<file path="config.mk">
export PLATFORM = sky130hd
export DESIGN_NAME = ssc_serial_port
export DESIGN_NICKNAME = d
export VERILOG_FILES = /design/src/ssc_pkg.sv /design/src/ssc_serial_port.sv /design/src/ssc_fast_lock_timer.sv
export SDC_FILE = /design/constraint.sdc
export NUM_CORES = 1
export LEC_CHECK = 0
export BUFFER_PORTS_ARGS = -buffer_cell sky130_fd_sc_hd__clkbuf_2
export CAP_MARGIN = 20
export CORE_ASPECT_RATIO = 1.1
export CORE_MARGIN = 10
export CORE_UTILIZATION = 34
export DETAILED_ROUTE_END_ITERATION = 8
export GPL_TIMING_DRIVEN = 1
export PLACE_DENSITY = 0.56
export SYNTH_ARGS = -nofsm -noshare
export SYNTH_HDL_FRONTEND = slang
export SYNTH_SLANG_ARGS = --single-unit
</file>
<file path="constraint.sdc">
create_clock -name clk_in -period 2.95 [get_ports clk_in]
set_input_delay 0.4425 -clock clk_in [delete_from_list [all_inputs] [get_ports clk_in]]
set_output_delay 0.4425 -clock clk_in [all_outputs]
set_load 0.01 [all_outputs]
</file>
<file path="src/ssc_pkg.sv">
// Constants for the synthesizer serial control port.
// Assumes a single 200 MHz system clock samples all serial pins.
package ssc_pkg;
   localparam int unsigned WORD_W      = 32;
   localparam int unsigned NUM_REGS    = 8;
   localparam logic [5:0]  FRAME_BITS  = 6'h20;
   localparam logic [5:0]  CNT_MAX     = 6'h3F;
   // Serial word layout
   localparam int unsigned CODE_LSB    = 0;
   localparam int unsigned CODE_W      = 3;
   // Registers 0 and 1
   localparam logic [2:0]  REG_ZERO    = 3'h0;
   localparam logic [2:0]  REG_PHASE   = 3'h1;
   localparam int unsigned PHASE_LSB   = 15;
   localparam int unsigned PHASE_W     = 12;
   localparam int unsigned MOD_LSB     = 3;
   localparam int unsigned MOD_W       = 12;
   localparam int unsigned BSD_BIT     = 28;
   // Register 2
   localparam logic [2:0]  REG_CTRL    = 3'h2;
   localparam int unsigned MUX_LSB     = 26;
   localparam int unsigned MUX_W       = 3;
   localparam int unsigned DBL_BIT     = 25;
   localparam int unsigned HALV_BIT    = 24;
   localparam int unsigned RCNT_LSB    = 14;
   localparam int unsigned RCNT_W      = 10;
   localparam int unsigned DBUF_BIT    = 13;
   localparam int unsigned ICP_LSB     = 9;
   localparam int unsigned ICP_W       = 4;
   localparam logic [3:0]  ICP_MAX     = 4'hF;
   // Register 4
   localparam logic [2:0]  REG_OUT     = 3'h4;
   localparam int unsigned ODIV_LSB    = 20;
   localparam int unsigned ODIV_W      = 3;
   localparam int unsigned CDIV_LSB    = 3;
   localparam int unsigned CDIV_W      = 12;
   // Register 7
   localparam logic [2:0]  REG_INSTR   = 3'h7;
   localparam int unsigned RD_REQ_BIT  = 3;
   localparam int unsigned RD_ADDR_LSB = 4;
   localparam int unsigned RD_ADDR_W   = 3;
   // Status pin functions
   localparam logic [2:0]  MUX_HIZ     = 3'h0;
   localparam logic [2:0]  MUX_HIGH    = 3'h1;
   localparam logic [2:0]  MUX_LOW     = 3'h2;
   localparam logic [2:0]  MUX_REFCNT  = 3'h3;
   localparam logic [2:0]  MUX_FBCNT   = 3'h4;
   localparam logic [2:0]  MUX_RSVD    = 3'h5;
   localparam logic [2:0]  MUX_LOCK    = 3'h6;
   localparam logic [2:0]  MUX_SDO     = 3'h7;
   // Reset value and unit timer count
   localparam logic [31:0] REG_RESET   = 32'h0000_0000;
   localparam logic [11:0] CDIV_ONE    = 12'h001;
endpackage : ssc_pkg

</file>
<file path="src/ssc_serial_port.sv">
// Serial control port and register update logic of a frequency synthesizer.
// Assumes serial pins are synchronous to clk_in and far slower than it.
//
// Functional notes
// - Frame starts on rising clock with select low; that edge is MSB.
// - Select rising before full 32 cycles discards the word.
// - Select rising after 32nd falling edge commits the word.
// - Bits 31..3 carry data; bits 2..0 pick register 0 to 7.
// - Register 2 field picks status pin function, eight codes.
// - Power-down loads counters; oscillator, pump, lock, buffers, input off.
// - Serial registers keep loading while powered down.
// - Radio outputs stay muted after power-up until lock.
// - Phase, modulus, reference and pump fields wait for register 0 write.
// - Output divider waits for register 0 only when double buffer set.
// - Read data returns in next access after select high then low.
// - Edge select 1: drive on select fall and falling clock edges.
// - Edge select 0: drive read bits on rising clock edges.
// - Read ends at select rise, MSB first, bits past 32 undefined.
// - Fast lock forces maximum pump current and closes the ground switch.
// - Fast lock length set by 12-bit divide in register 4.
// - Register 0 write starts band selection unless disabled.
`timescale 1ns/1ps
module ssc_serial_port (
   input  wire logic        clk_in,             // 200 MHz system clock
   input  wire logic        nrst_in,            // Async reset, active low
   input  wire logic        sclk_in,            // Serial clock pin
   input  wire logic        chip_select_n_in,   // Frame select, active low
   input  wire logic        sdi_in,             // Serial data in
   input  wire logic        read_edge_select_in,// 1: drive on falling edges
   input  wire logic        power_down_in,      // Power-down request
   input  wire logic        lock_detect_in,     // Loop lock indication
   input  wire logic        ref_count_in,       // Reference counter output
   input  wire logic        fb_count_in,        // Feedback counter output
   input  wire logic        fast_lock_in,       // Fast lock mode enable
   input  wire logic        pfd_tick_in,        // Fast lock timer enable
   output logic             mux_out,            // Status pin level
   output logic             mux_oe_out,         // Status pin drive enable
   output logic [11:0]      phase_out,          // Active phase value
   output logic [11:0]      modulus_out,        // Active modulus
   output logic             reference_doubler_out, // Active doubler
   output logic             reference_halver_out,  // Active halver
   output logic [9:0]       ref_counter_out,    // Active reference count
   output logic [3:0]       charge_pump_current_out, // Pump current code
   output logic             fast_lock_switch_out,    // Damping switch closed
   output logic [2:0]       output_divider_out, // Active output divider
   output logic             band_select_start_out,   // Band select pulse
   output logic             counters_load_out,  // Counters held at load
   output logic             osc_power_down_out, // Oscillator off
   output logic             cp_tristate_out,    // Charge pump released
   output logic             lock_detect_reset_out, // Lock detect cleared
   output logic             output_buffers_off_out, // Radio buffers off
   output logic             input_stage_off_out,    // Input stage off
   output logic             radio_mute_out      // Radio outputs muted
);
   typedef struct packed {
      logic             sclk_q;
      logic             cs_q;
      logic             active;
      logic [5:0]       rcnt;
      logic [5:0]       fcnt;
      logic [31:0]      shift;
      logic [7:0][31:0] regs;
      logic [11:0]      phase;
      logic [11:0]      modulus;
      logic             dbl;
      logic             halv;
      logic [9:0]       rcount;
      logic [3:0]       charge_pump_current;
      logic [2:0]       odiv;
      logic             rd_pend;
      logic [2:0]       rd_addr;
      logic             reading;
      logic [31:0]      rd_shift;
      logic             sdo;
      logic             mux;
      logic             mux_oe;
      logic             pd;
      logic             muted;
      logic             band_start;
      logic             fl_start;
      logic [3:0]       cp_cur;
      logic             fast_lock_switch;
   } ssc_state_t;

   ssc_state_t  r, n;
   logic        rise, fall, cs_rise, cs_fall, commit, reg0_wr, fl_busy;
   logic [2:0]  code, mux_sel;
   logic [31:0] rd_word;

   ssc_fast_lock_timer u_timer (
      .clk_in    (clk_in),
      .nrst_in   (nrst_in),
      .start_in  (r.fl_start),
      .divide_in (r.regs[ssc_pkg::REG_OUT][ssc_pkg::CDIV_LSB +: 12]),
      .tick_in   (pfd_tick_in),
      .busy_out  (fl_busy)
   );

   always_comb begin
      n        = r;
      rise     = sclk_in & ~r.sclk_q;
      fall     = ~sclk_in & r.sclk_q;
      cs_rise  = chip_select_n_in & ~r.cs_q;
      cs_fall  = ~chip_select_n_in & r.cs_q;
      code     = r.shift[ssc_pkg::CODE_LSB +: ssc_pkg::CODE_W];
      rd_word  = r.regs[r.rd_addr];
      // Exactly 32 rising and 32 falling edges, else the word is dropped
      commit   = cs_rise && r.active && r.rcnt == ssc_pkg::FRAME_BITS
                 && r.fcnt == ssc_pkg::FRAME_BITS;
      reg0_wr  = commit && code == ssc_pkg::REG_ZERO;
      n.sclk_q = sclk_in;
      n.cs_q   = chip_select_n_in;
      n.band_start = 1'b0;
      n.fl_start   = 1'b0;

      // Shift in; runs regardless of power-down
      if (!chip_select_n_in && rise) begin
         n.shift = {r.shift[30:0], sdi_in};
         if (!r.active) begin
            n.active = 1'b1;
            n.rcnt   = 6'h01;
            n.fcnt   = 6'h00;
         end else if (r.rcnt != ssc_pkg::CNT_MAX) begin
            n.rcnt = r.rcnt + 6'h01;
         end
      end
      if (!chip_select_n_in && fall && r.active
          && r.fcnt != ssc_pkg::CNT_MAX) begin
         n.fcnt = r.fcnt + 6'h01;
      end
      if (chip_select_n_in) begin
         n.active = 1'b0;
      end
      if (commit) begin
         n.regs[code] = r.shift;
         if (code == ssc_pkg::REG_INSTR
             && r.shift[ssc_pkg::RD_REQ_BIT]) begin
            n.rd_pend = 1'b1;
            n.rd_addr = r.shift[ssc_pkg::RD_ADDR_LSB +: 3];
         end
      end

      // Shadowed fields move to active copies on a register 0 write
      if (reg0_wr) begin
         n.phase   = r.regs[ssc_pkg::REG_PHASE][ssc_pkg::PHASE_LSB +: 12];
         n.modulus = r.regs[ssc_pkg::REG_PHASE][ssc_pkg::MOD_LSB +: 12];
         n.dbl     = r.regs[ssc_pkg::REG_CTRL][ssc_pkg::DBL_BIT];
         n.halv    = r.regs[ssc_pkg::REG_CTRL][ssc_pkg::HALV_BIT];
         n.rcount  = r.regs[ssc_pkg::REG_CTRL][ssc_pkg::RCNT_LSB +: 10];
         n.charge_pump_current     = r.regs[ssc_pkg::REG_CTRL][ssc_pkg::ICP_LSB +: 4];
         n.band_start = ~r.regs[ssc_pkg::REG_PHASE][ssc_pkg::BSD_BIT];
         n.fl_start   = fast_lock_in;
      end
      if (reg0_wr || !n.regs[ssc_pkg::REG_CTRL][ssc_pkg::DBUF_BIT]) begin
         n.odiv = n.regs[ssc_pkg::REG_OUT][ssc_pkg::ODIV_LSB +: 3];
      end

      // Read-back shifter; frames carry writes all the same
      if (cs_fall && r.rd_pend) begin
         n.rd_pend = 1'b0;
         n.reading = 1'b1;
         n.rd_shift = rd_word;
         if (read_edge_select_in) begin
            n.sdo      = rd_word[31];
            n.rd_shift = {rd_word[30:0], 1'b0};
         end
      end else if (r.reading && !chip_select_n_in
                   && ((fall && read_edge_select_in)
                   || (rise && !read_edge_select_in))) begin
         n.sdo      = r.rd_shift[31];
         n.rd_shift = {r.rd_shift[30:0], 1'b0};
      end
      if (chip_select_n_in) begin
         n.reading = 1'b0;
      end

      mux_sel  = r.regs[ssc_pkg::REG_CTRL][ssc_pkg::MUX_LSB +: 3];
      n.mux    = 1'b0;
      n.mux_oe = 1'b1;
      unique case (mux_sel)
         ssc_pkg::MUX_HIZ:    n.mux_oe = 1'b0;
         ssc_pkg::MUX_HIGH:   n.mux    = 1'b1;
         ssc_pkg::MUX_LOW:    n.mux    = 1'b0;
         ssc_pkg::MUX_REFCNT: n.mux    = ref_count_in;
         ssc_pkg::MUX_FBCNT:  n.mux    = fb_count_in;
         ssc_pkg::MUX_RSVD:   n.mux_oe = 1'b0;
         ssc_pkg::MUX_LOCK:   n.mux    = lock_detect_in;
         ssc_pkg::MUX_SDO:    n.mux    = n.sdo;
      endcase

      n.pd = power_down_in;
      if (power_down_in) begin
         n.muted = 1'b1;
      end else if (lock_detect_in) begin
         n.muted = 1'b0;
      end
      // Fast lock overrides pump current while the timer runs
      n.fast_lock_switch   = fl_busy;
      n.cp_cur = fl_busy ? ssc_pkg::ICP_MAX : n.charge_pump_current;
   end

   always_ff @(posedge clk_in or negedge nrst_in) begin
      if (!nrst_in) begin
         r       <= '0;
         r.cs_q  <= 1'b1;
         r.muted <= 1'b1;
      end else begin
         r <= n;
      end
   end

   assign mux_out                 = r.mux;
   assign mux_oe_out              = r.mux_oe;
   assign phase_out               = r.phase;
   assign modulus_out             = r.modulus;
   assign reference_doubler_out   = r.dbl;
   assign reference_halver_out    = r.halv;
   assign ref_counter_out         = r.rcount;
   assign charge_pump_current_out = r.cp_cur;
   assign fast_lock_switch_out    = r.fast_lock_switch;
   assign output_divider_out      = r.odiv;
   assign band_select_start_out   = r.band_start;
   assign counters_load_out       = r.pd;
   assign osc_power_down_out      = r.pd;
   assign cp_tristate_out         = r.pd;
   assign lock_detect_reset_out   = r.pd;
   assign output_buffers_off_out  = r.pd;
   assign input_stage_off_out     = r.pd;
   assign radio_mute_out          = r.muted;

   frame_start_a:
   assert property (@(posedge clk_in) disable iff (!nrst_in)
      !chip_select_n_in && rise && !r.active
      |=> r.active && r.rcnt == 6'h01 && r.shift[0] == $past(sdi_in))
      else $error("frame did not start on first rising edge");

   short_frame_a:
   assert property (@(posedge clk_in) disable iff (!nrst_in)
      cs_rise && r.rcnt != ssc_pkg::FRAME_BITS
      |=> $stable(r.regs) && !band_select_start_out)
      else $error("aborted frame changed a register");

   word_commit_a:
   assert property (@(posedge clk_in) disable iff (!nrst_in)
      commit |=> r.regs[$past(code)] == $past(r.shift))
      else $error("complete frame not committed");

   pin_drive_a:
   assert property (@(posedge clk_in) disable iff (!nrst_in)
      mux_sel == ssc_pkg::MUX_HIGH ##1 mux_sel == ssc_pkg::MUX_HIGH
      |-> mux_out && mux_oe_out)
      else $error("status pin not driven high");

   power_down_a:
   assert property (@(posedge clk_in) disable iff (!nrst_in)
      power_down_in |=> osc_power_down_out && cp_tristate_out
      && input_stage_off_out && radio_mute_out)
      else $error("power-down effects missing");

   mute_hold_a:
   assert property (@(posedge clk_in) disable iff (!nrst_in)
      radio_mute_out && !lock_detect_in |=> radio_mute_out)
      else $error("outputs unmuted without lock");

   shadow_hold_a:
   assert property (@(posedge clk_in) disable iff (!nrst_in)
      !reg0_wr |=> $stable(phase_out) && $stable(ref_counter_out))
      else $error("shadowed field changed without register 0 write");

   read_msb_a:
   assert property (@(posedge clk_in) disable iff (!nrst_in)
      cs_fall && r.rd_pend && read_edge_select_in
      && mux_sel == ssc_pkg::MUX_SDO
      |=> ##1 mux_out == $past(rd_word[31], 2))
      else $error("read MSB not presented at select fall");

   fast_pump_a:
   assert property (@(posedge clk_in) disable iff (!nrst_in)
      fl_busy |=> charge_pump_current_out == ssc_pkg::ICP_MAX
      && fast_lock_switch_out)
      else $error("fast lock did not force pump current");

   band_start_a:
   assert property (@(posedge clk_in) disable iff (!nrst_in)
      reg0_wr && !r.regs[ssc_pkg::REG_PHASE][ssc_pkg::BSD_BIT]
      |=> band_select_start_out ##1 !band_select_start_out)
      else $error("band selection not started");
endmodule : ssc_serial_port

</file>
<file path="src/ssc_fast_lock_timer.sv">
// Fast-lock duration timer: counts reference ticks down from a divide value.
// Assumes tick_in is a one-cycle enable in the clk_in domain.
`timescale 1ns/1ps
module ssc_fast_lock_timer (
   input  wire logic        clk_in,     // System clock
   input  wire logic        nrst_in,    // Async reset, active low
   input  wire logic        start_in,   // Start pulse
   input  wire logic [11:0] divide_in,  // Tick count to hold
   input  wire logic        tick_in,    // Counting enable
   output logic             busy_out    // Fast lock active
);
   typedef struct packed {
      logic        busy;
      logic [11:0] cnt;
   } ssc_tmr_t;

   ssc_tmr_t r, n;

   always_comb begin
      n = r;
      if (start_in) begin
         n.busy = 1'b1;
         // Zero divide loads as one; the timer then holds for one tick
         n.cnt  = (divide_in == 12'h000) ? ssc_pkg::CDIV_ONE : divide_in;
      end else if (r.busy && tick_in) begin
         if (r.cnt <= ssc_pkg::CDIV_ONE) begin
            n.busy = 1'b0;
         end else begin
            n.cnt = r.cnt - ssc_pkg::CDIV_ONE;
         end
      end
   end

   always_ff @(posedge clk_in or negedge nrst_in) begin
      if (!nrst_in) begin
         r <= '0;
      end else begin
         r <= n;
      end
   end

   assign busy_out = r.busy;

   timer_expire_a:
   assert property (@(posedge clk_in) disable iff (!nrst_in)
      r.busy && tick_in && !start_in && r.cnt == 12'h001 |=> !busy_out)
      else $error("fast lock timer did not expire");
endmodule : ssc_fast_lock_timer

</file>
# After elaboration in Yosys (flattened, before gate mapping)
# Cells that the tools add are included.
totals:
  inputBits: 12
  register_bits: 408
op_classes:
  bitwise_logic: 9
  muxes: 32
  n_eq_ne: 14
  reduce_logical: 40
  order_cmp: 4
  addsub: 3
ops:
  columns: ["cell", "count"]
  rows:
  - ["$bwmux 256", 1]
  - ["$mux 151", 1]
  - ["$mux 33", 3]
  - ["$bmux 32 s3", 1]
  - ["$demux 32 s3", 1]
  - ["$mux 32", 2]
  - ["$mux 45", 1]
  - ["$mux 13", 2]
  - ["$mux 12", 2]
  - ["$mux 6", 4]
  - ["$reduce_bool 2->1", 9]
  - ["$logic_and 1x1->1", 16]
  - ["$mux 4", 4]
  - ["$eq 3x3->1 const B", 5]
  - ["$add 6x1->6 const B", 2]
  - ["$eq 6x6->1 const B", 2]
  - ["$le 12x1->1 const B", 1]
  - ["$logic_not 12->1", 1]
  - ["$ne 6x6->1 const B", 2]
  - ["$reduce_and 2->1", 6]
  - ["$sub 12x1->12 const B", 1]
  - ["$lt 3x4->1 const B", 2]
  - ["$mux 1", 8]
  - ["$logic_not 3->1", 2]
  - ["12 further kinds", 23]

# Logic depth before layout (Yosys ltp)
# Gate-level depths: netlist of run 1.
depth:
  depth_word: 8
  depth_mapped: 8
  ltp_nobuf: 7

# Hierarchy
# A second synthesis of run 1 with hierarchy kept.
hier_totals:
  hier_cells: 1288
  hier_area_um2: 18595.3
by_module_without_submodules:
  columns: ["mod", "cells_per_inst", "instances", "area_per_inst_um2"]
  rows:
  - ["ssc_serial_port", 1191, 1, 17722.0]
  - ["ssc_fast_lock_timer", 97, 1, 873.3]

# Worst setup path before layout of run 1
# Ideal clock, no wire load.
synth_path:
  kind: "register to register"
  start: "register r[388] (netlist name)"
  end: "register r[154] (netlist name)"
  t_arrival_ps: 2592
  n_path_buf: 3
  synth_period_minus_slack_ps: 2720
  stages_incl_launch_ff: 8
  setup_time_ps: 127
  t_required_ps: 2823
  setup_slack_ps: 230
  path_cell_list: "dfrtp_1 -> or4b_1 -> or4_1 -> buf_2 -> or4_1 -> clkbuf_2 -> buf_6 -> mux2_1"
synth_between:
  elab_chain_len: 3
synth_rtl:
  columns: ["element", "line", "text"]
  rows:
  - ["start: declaration", "ssc_serial_port.sv:85", "ssc_state_t r, n;"]
  - ["start signal: assignment", "ssc_serial_port.sv:208", "r <= n;"]
  - ["$eq 6x6->1", "ssc_serial_port.sv:108", "commit = cs_rise && r.active && r.rcnt == ssc_pkg::FRAME_BITS"]
  - ["$logic_and 1x1->1", "ssc_serial_port.sv:108", null]
  - ["$logic_and 1x1->1", "ssc_serial_port.sv:109", "&& r.fcnt == ssc_pkg::FRAME_BITS;"]
# Every way passes these cells.
# A chain may end at the register's enable or synchronous reset.

# Worst setup path after layout of run 1
layout_path:
  start: "register r[388] (netlist name)"
  end: "register r[147] (netlist name)"
# The elaborated chain is that of the path after synthesis.

==> results.toml, run 1 <==
[status]
status = "finished clean"

[final_layout]
drive_gt1_share_pct = 43.46
n_fill_cell = 5134
diodes = 0
nets = 1340
area_delta_synth_final_pct = 14.13
stdcell_count = 2088

[yosys]
netlist_top_cells_area = "dfrtp_1, mux2_2, mux4_2, mux2i_1, buf_4"
ys_types = 57
yosysWarningCount = 0
synth_top_cell_area_share_pct = 54.98
async_reset_ff_share_pct = 100.0
syn_nets = 1317
synth_area_leader_cell = "dfrtp_1"
ys_ff_latch = 408
synthesis.area_um2 = 18480
avgSynthCellArea_um2 = 14.22
synth-edff-count = 0
ys_seq_area_share_pct = 55.27
synthFlopType = "dfrtp_1"
synth_cells = 1299

[grt]
overflow = 0
antenna_found_initial = 0
grt_start_max_net_pins = 72
grt_pass1_vias = 11180
grt_usage_pct = 12.88
grt_pass1_wl_um = 66010

[timing]
worst_pin_slew_ns = 0.6311
relSlewSlack_pct = 57.93
whs_ns = 0.02824
timing.fmax_mhz = 351.5
min_period_over_period_pct = 96.45
slew_violations = 0
fin_crit_ns = 2.845
skew_ns = 0.02520
rsz0062_at_grt = "no"
setup_violations = 0
hold_viol = 0

[worst_setup_path]
crit_top_cell = "buf_4"
critical_path_arrival_ns = 3.29
cp_slowest_cell = "or4_1"
slowest_delay_ns = 0.56
cp_max_fo = 11
worstPathCellList = "or4b_1 -> or4_4 -> buf_4 -> or4_1 -> buf_4 -> mux2_2"
reg2reg_slack_ns = 0.10
end_kind = "register"
required_ns = 3.40
cp-start-kind = "register"
critPathKind = "reg -> reg"

[floorplanning]
fp.coreArea_um2 = 53670
dieWidth_um = 242.3
start_util_pct = 34.43
ios = 66
die_y_um = 264.5
rows = 89
die_area_um2 = 64080

[clock_tree]
cts_buffer_depth = 3
cts-root-buf = "clkbuf_16"
tritoncts = "done"
post_cts_buffers = 0
cts_made_buffers = 46
clk_pin_slew_ns = 0.06
cts.sinks = 408
worst_skew_pair.late_latency_ns = 0.58
htree_levels = 2

[place]
place_inst = 2000
routabilityCongestion = 0.7578
io_buffers = 65
dp_hpwl_um = 25110

[power]
power_frac_seq_pct = 50.1
clockPowerShare_pct = 43.7
comb_power_share_pct = 6.2
switching_share_pct = 24.52
max-vdd-ir-drop_uv = 384.3
p_leak_uw = 0.009838
power.internal_uw = 9570
p_switching_uw = 3109
power.density_nw_per_um2 = 601.2

[routing]
drt-pass1-iter-count = 4
drc_errors = 0
via_per_inst = 4.937
antenna_left = 0
vias = 10310
drt_iter0_markers = 462
drt-total-wl_um = 40620
routedWlPerCell_um = 19.45

[hold_path]
hold_class = "in -> reg"

[job]
drv_cap = 0
==> critical path: cells and delay by family (launching register included) <==
kind | cells | cell delay (ns)
buffers and inverters | 2 | 0.45
flip-flops | 1 | 0.36
multiplexers | 1 | 0.29
AND/OR/NAND/NOR | 3 | 1.61
==> per-layer routing <==
metal	track usage, %	routed length, µm
met5	0	0
met4	4.268	979
met3	1.690	1194
met2	21.24	19540
met1	17.28	18900
==> synthesized netlist by cell type (13+ instances only) <==
cell type  count
o21ai_0       22
buf_2         25
or2_2         14
xnor2_1       13
clkbuf_1      39
mux2_2       306
buf_4         47
inv_1         15
nor2_1        46
dfrtp_1      406
buf_1         31
a21oi_1       41
nand2_1       29
mux4_2        64
mux2i_1       95
==> cell type report <==
cell class	instances	area, µm²	share of cell area [%]
clock buffers	74	1348	6.390
clock inverters	12	110.1	0.5221
inverters	15	56.30	0.2670
multi-input cells	729	7490	35.51
flip-flops and latches	408	10220	48.45
well taps	728	910.9	4.319
repair buffers	122	955.9	4.533
==> logic make-up (layout without fill, tap and decap cells) <==
kind of cell,after synthesis,in the layout,synth area share (%)
AND/OR/NAND/NOR,154,154,4.510
adder cells (fa/ha/maj),6,6,0.4063
buffers and inverters,162,223,4.584
XOR/XNOR,14,14,0.6636
AO/OA/AOI/OAI,86,86,2.668
flip-flops,408,408,55.27
multiplexers,469,469,31.90
==> power by group through the flow <==
stage / combinational [µW] / sequential, µW / clock, µW
after floorplan: 668 / 6210 / 0
after global placement: 779 / 6440 / 0
after detailed placement: 806 / 6450 / 0
after CTS: 812 / 6350 / 5710
after global routing: 913 / 6420 / 5930
final: 791 / 6350 / 5540
==> per-stage QoR <==
stage                     TNS, ns  area [µm²]  setup WS (ns)  power [µW]  utilization (%)
after floorplan                 0       18480         0.2303        6880                -
after global placement    -0.3267       19610       -0.03269        7222            36.53
after detailed placement  -0.1923       19610       -0.02739        7256            36.53
after CTS                       0       21090        0.05656       12870            39.28
after global routing            0       21090        0.04956       13270            39.29
final                           0       21090         0.1048       12680            39.29
==> final timing paths <==
path | startpoint | to | cells past startpoint
worst max-delay path | r[388] | r[147] | 6
worst min-delay path | sclk_in | r[394] | 1
worst max register to register | r[388] | r[147] | 6
worst min register to register | r[286] | r[286] | 1
max in group asynchronous | nrst_in | r[378] | 3
min in group asynchronous | nrst_in | fast_lock_switch_out | 2
==> state kept, by name, indices dropped and copies added, names as in the netlist, 3 cells and up <==
| signal | flops |
|---|---|
| ref_counter_out | 10 |
| output_divider_out | 3 |
| u_timer.r | 12 |
| mux_sel | 3 |
| r | 340 |
| code | 3 |
| phase_out | 12 |
| modulus_out | 12 |
| charge_pump_current_out | 4 |
==> layout by cell type, fill, tap and decap left out, types with 13 or more instances in the layout <==
cell type and count:
clkbuf_2 64, or2_2 14, a21oi_1 40, xnor2_1 13, dfrtp_1 403, mux2_2 306
nand2_1 29, clkbuf_16 47, inv_1 15, nor2_1 46, mux2i_1 95, o21ai_0 22
mux4_2 64, buf_12 15, clkbuf_1 20, buf_4 40
==> what timing repair did <==
| item | 4_1_cts | 5_1_grt |
|---|---|---|
| hold buffers | 2 | 0 |
| hold endpoints to repair | 55 | 0 |
| setup endpoints to repair | 0 | 9 |
| resized for setup | 0 | 1 |
No activity file was read; power rests on OpenSTA's default activity.
==> inputs of run 2 (changes only) <==
--- a/config.mk
+++ b/config.mk
@@ -17,2 +17,3 @@
 export SYNTH_HDL_FRONTEND = slang
+export SYNTH_HIERARCHICAL = 1
 export SYNTH_SLANG_ARGS = --single-unit
--- a/constraint.sdc
+++ b/constraint.sdc
@@ -3,2 +3,2 @@
 set_output_delay 0.4425 -clock clk_in [all_outputs]
-set_load 0.01 [all_outputs]
+set_load 0.005 [all_outputs]
==> run 2 against run 1 <==
  * Clock skew is essentially flat
  * Synthesized area grew 0.64%
  * Critical endpoint is now charge_pump_current_out[1]
  * Via count grew 2.2%
==> results.toml, run 2 <==
[timing]
slew_violations = 0
fin_crit_ns = 2.492
hold_viol = 0
relSlewSlack_pct = 52.99
skew_ns = 0.02566
fin_setup_tns_ns = 0
setup_violations = 0
rsz0062_at_grt = "no"
timing.fmax_mhz = 401.2
min_period_over_period_pct = 84.49
worst_pin_slew_ns = 0.7051

[yosys]
synth_most_common_cell = "dfrtp_1"
ys_ff_latch = 408
syn_nets = 1306
netlist_top_cells_area = "dfrtp_1, mux2_2, mux4_2, buf_4, mux2i_1"
synthesis.area_um2 = 18600
synth_cells = 1288
ys_types = 68
async_reset_ff_share_pct = 100.0
avgSynthCellArea_um2 = 14.44
yosysWarningCount = 6
ys_top_cells_by_count = "dfrtp_1, mux2_2, mux4_2, buf_4, nand2_1"
synthFlopType = "dfrtp_1"
synth_top_cell_area_share_pct = 54.64
ys_seq_area_share_pct = 54.92
synth-edff-count = 0
synth_area_leader_cell = "dfrtp_1"

[worst_setup_path]
critical_path_arrival_ns = 2.94
cp-start-kind = "register"
cp_max_fo = 10
critPathKind = "reg -> reg"
required_ns = 3.40
end_kind = "register"

[place]
io_buffers = 65
place_area_um2 = 19610
dp_hpwl_um = 26860
routabilityCongestion = 0.7312

[grt]
grt_pass1_vias = 11280
grt_pass1_wl_um = 68390
antenna_found_initial = 0
overflow = 0
grt_usage_pct = 13.24
grt_start_max_net_pins = 76

[routing]
vias = 10530
via_per_inst = 5.098
drt-total-wl_um = 42450
antenna_left = 0
drt-pass1-iter-count = 4
routedWlPerCell_um = 20.55
drc_errors = 0
drt_iter0_markers = 771

[job]
drv_cap = 0

[final_layout]
drive_gt1_share_pct = 47.79
area_delta_synth_final_pct = 14.22
nets = 1321
regMostFlops = "r"
layout_commonest_cell = "dfrtp_1"
largest_reg_flops = 340
final_cell_mix = "dfrtp_1, mux2_2, mux4_2, clkbuf_2, nand2_1"
final_area_um2 = 21240

[floorplanning]
ios = 66
start_util_pct = 34.50
fp.coreArea_um2 = 53900
dieWidth_um = 243.0
rows = 89
die_area_um2 = 64460
die_y_um = 265.3

[clock_tree]
cts_buffer_depth = 3
cts_resized = 0
htree_levels = 2
cts.sinks = 408
post_cts_buffers = 0
cts-root-buf = "clkbuf_16"
cts_made_buffers = 45
clk_pin_slew_ns = 0.06
worst_skew_pair.late_latency_ns = 0.57
tritoncts = "done"

[status]
status = "finished clean"

[power]
power.density_nw_per_um2 = 571.5
max-vdd-ir-drop_uv = 446.6
p_leak_uw = 0.01015

[hold_path]
hold_class = "in -> reg"
==> run 2: cell types whose count changed in the layout (fill, tap and decap cells not counted), sizes merged, moves of 12 or more <==
cell / previous run / this run
clkbuf: 138 / 126
mux2: 310 / 341
nor2: 46 / 21
o221a: 0 / 29
mux2i: 95 / 33
nand2: 29 / 53
a21oi: 41 / 13
==> run 2: cells by family after synthesis <==
family | count (synthesis) | share of synthesized area (%)
xor gates and xnor gates | 7 | 0.3297
adders and majority gates | 6 | 0.4037
buffers and inverters | 163 | 4.649
and+or+nand+nor | 175 | 5.544
DFF | 408 | 54.92
muxes | 438 | 30.20
AOI/OAI and AO/OA | 91 | 3.957
==> run 2: through the flow <==
step	utilization, %	cells	setup WS, ns	power [µW]	hold WS [ns]
floorplan	-	1288	0.7047	6076	0.1469
global placement	36.38	1981	0.4614	6308	0.4444
detailed placement	36.38	1981	0.4323	6318	0.4475
CTS	39.35	2064	0.4334	12350	0.04520
global route	39.40	2065	0.2141	12620	0.05655
finish	39.41	2066	0.4576	12140	0.07152
==> run 2: cell type report <==
cell class,count,area [µm²]
timing repair buffer,115,910.9
fill,5085,32660
multi-input combinational,717,7556
clock buffer,62,1331
antenna,1,2.502
tap,728,910.9
clock inverter,19,250.2
sequential,408,10220
inverter,16,60.06
==> run 2: final timing paths <==
check / start / to / slack [ns] / cells past startpoint
setup / recovery: r[380] / charge_pump_current_out[1] / 0.46 / 8
hold / removal: sclk_in / r[394] / 0.07 / 1
setup reg to reg: r[380] / charge_pump_current_out[1] / 0.46 / 8
hold reg to reg: r[157] / r[157] / 0.46 / 1
max in group asynchronous: nrst_in / r[310] / 1.64 / 3
min in group asynchronous: nrst_in / modulus_out[7] / 0.47 / 2
==> run 2: metal layers <==
metal	global-route usage, %	part of all wire (%)	vias to the layer above
met2	22.13	49	161
li1	-	-	4697
met3	2.025	3.5	64
met4	3.684	2.0	0
met5	0	0	-
met1	17.59	45	5611
==> run 2: critical path: stages, from the launching register on <==
cell and delay [ns]:
dfrtp_1 0.41, inv_1 0.08, ha_1 0.14, nor4b_4 0.29
nand4_4 0.24, nor4_4 0.32, buf_4 0.26, mux2_2 0.36
or2_2 0.27
==> run 2: timing repair <==
item / 4_1_cts / 5_1_grt
endpoints found under the hold margin: 65 / 0
endpoints found under the setup margin: 0 / 0
hold buffers: 2 / 0
==> run 2: power breakdown <==
part	internal, µW	total, µW	switching [µW]
registers	5670	5880	211
clock network	3600	5930	2330
logic	131	325	194
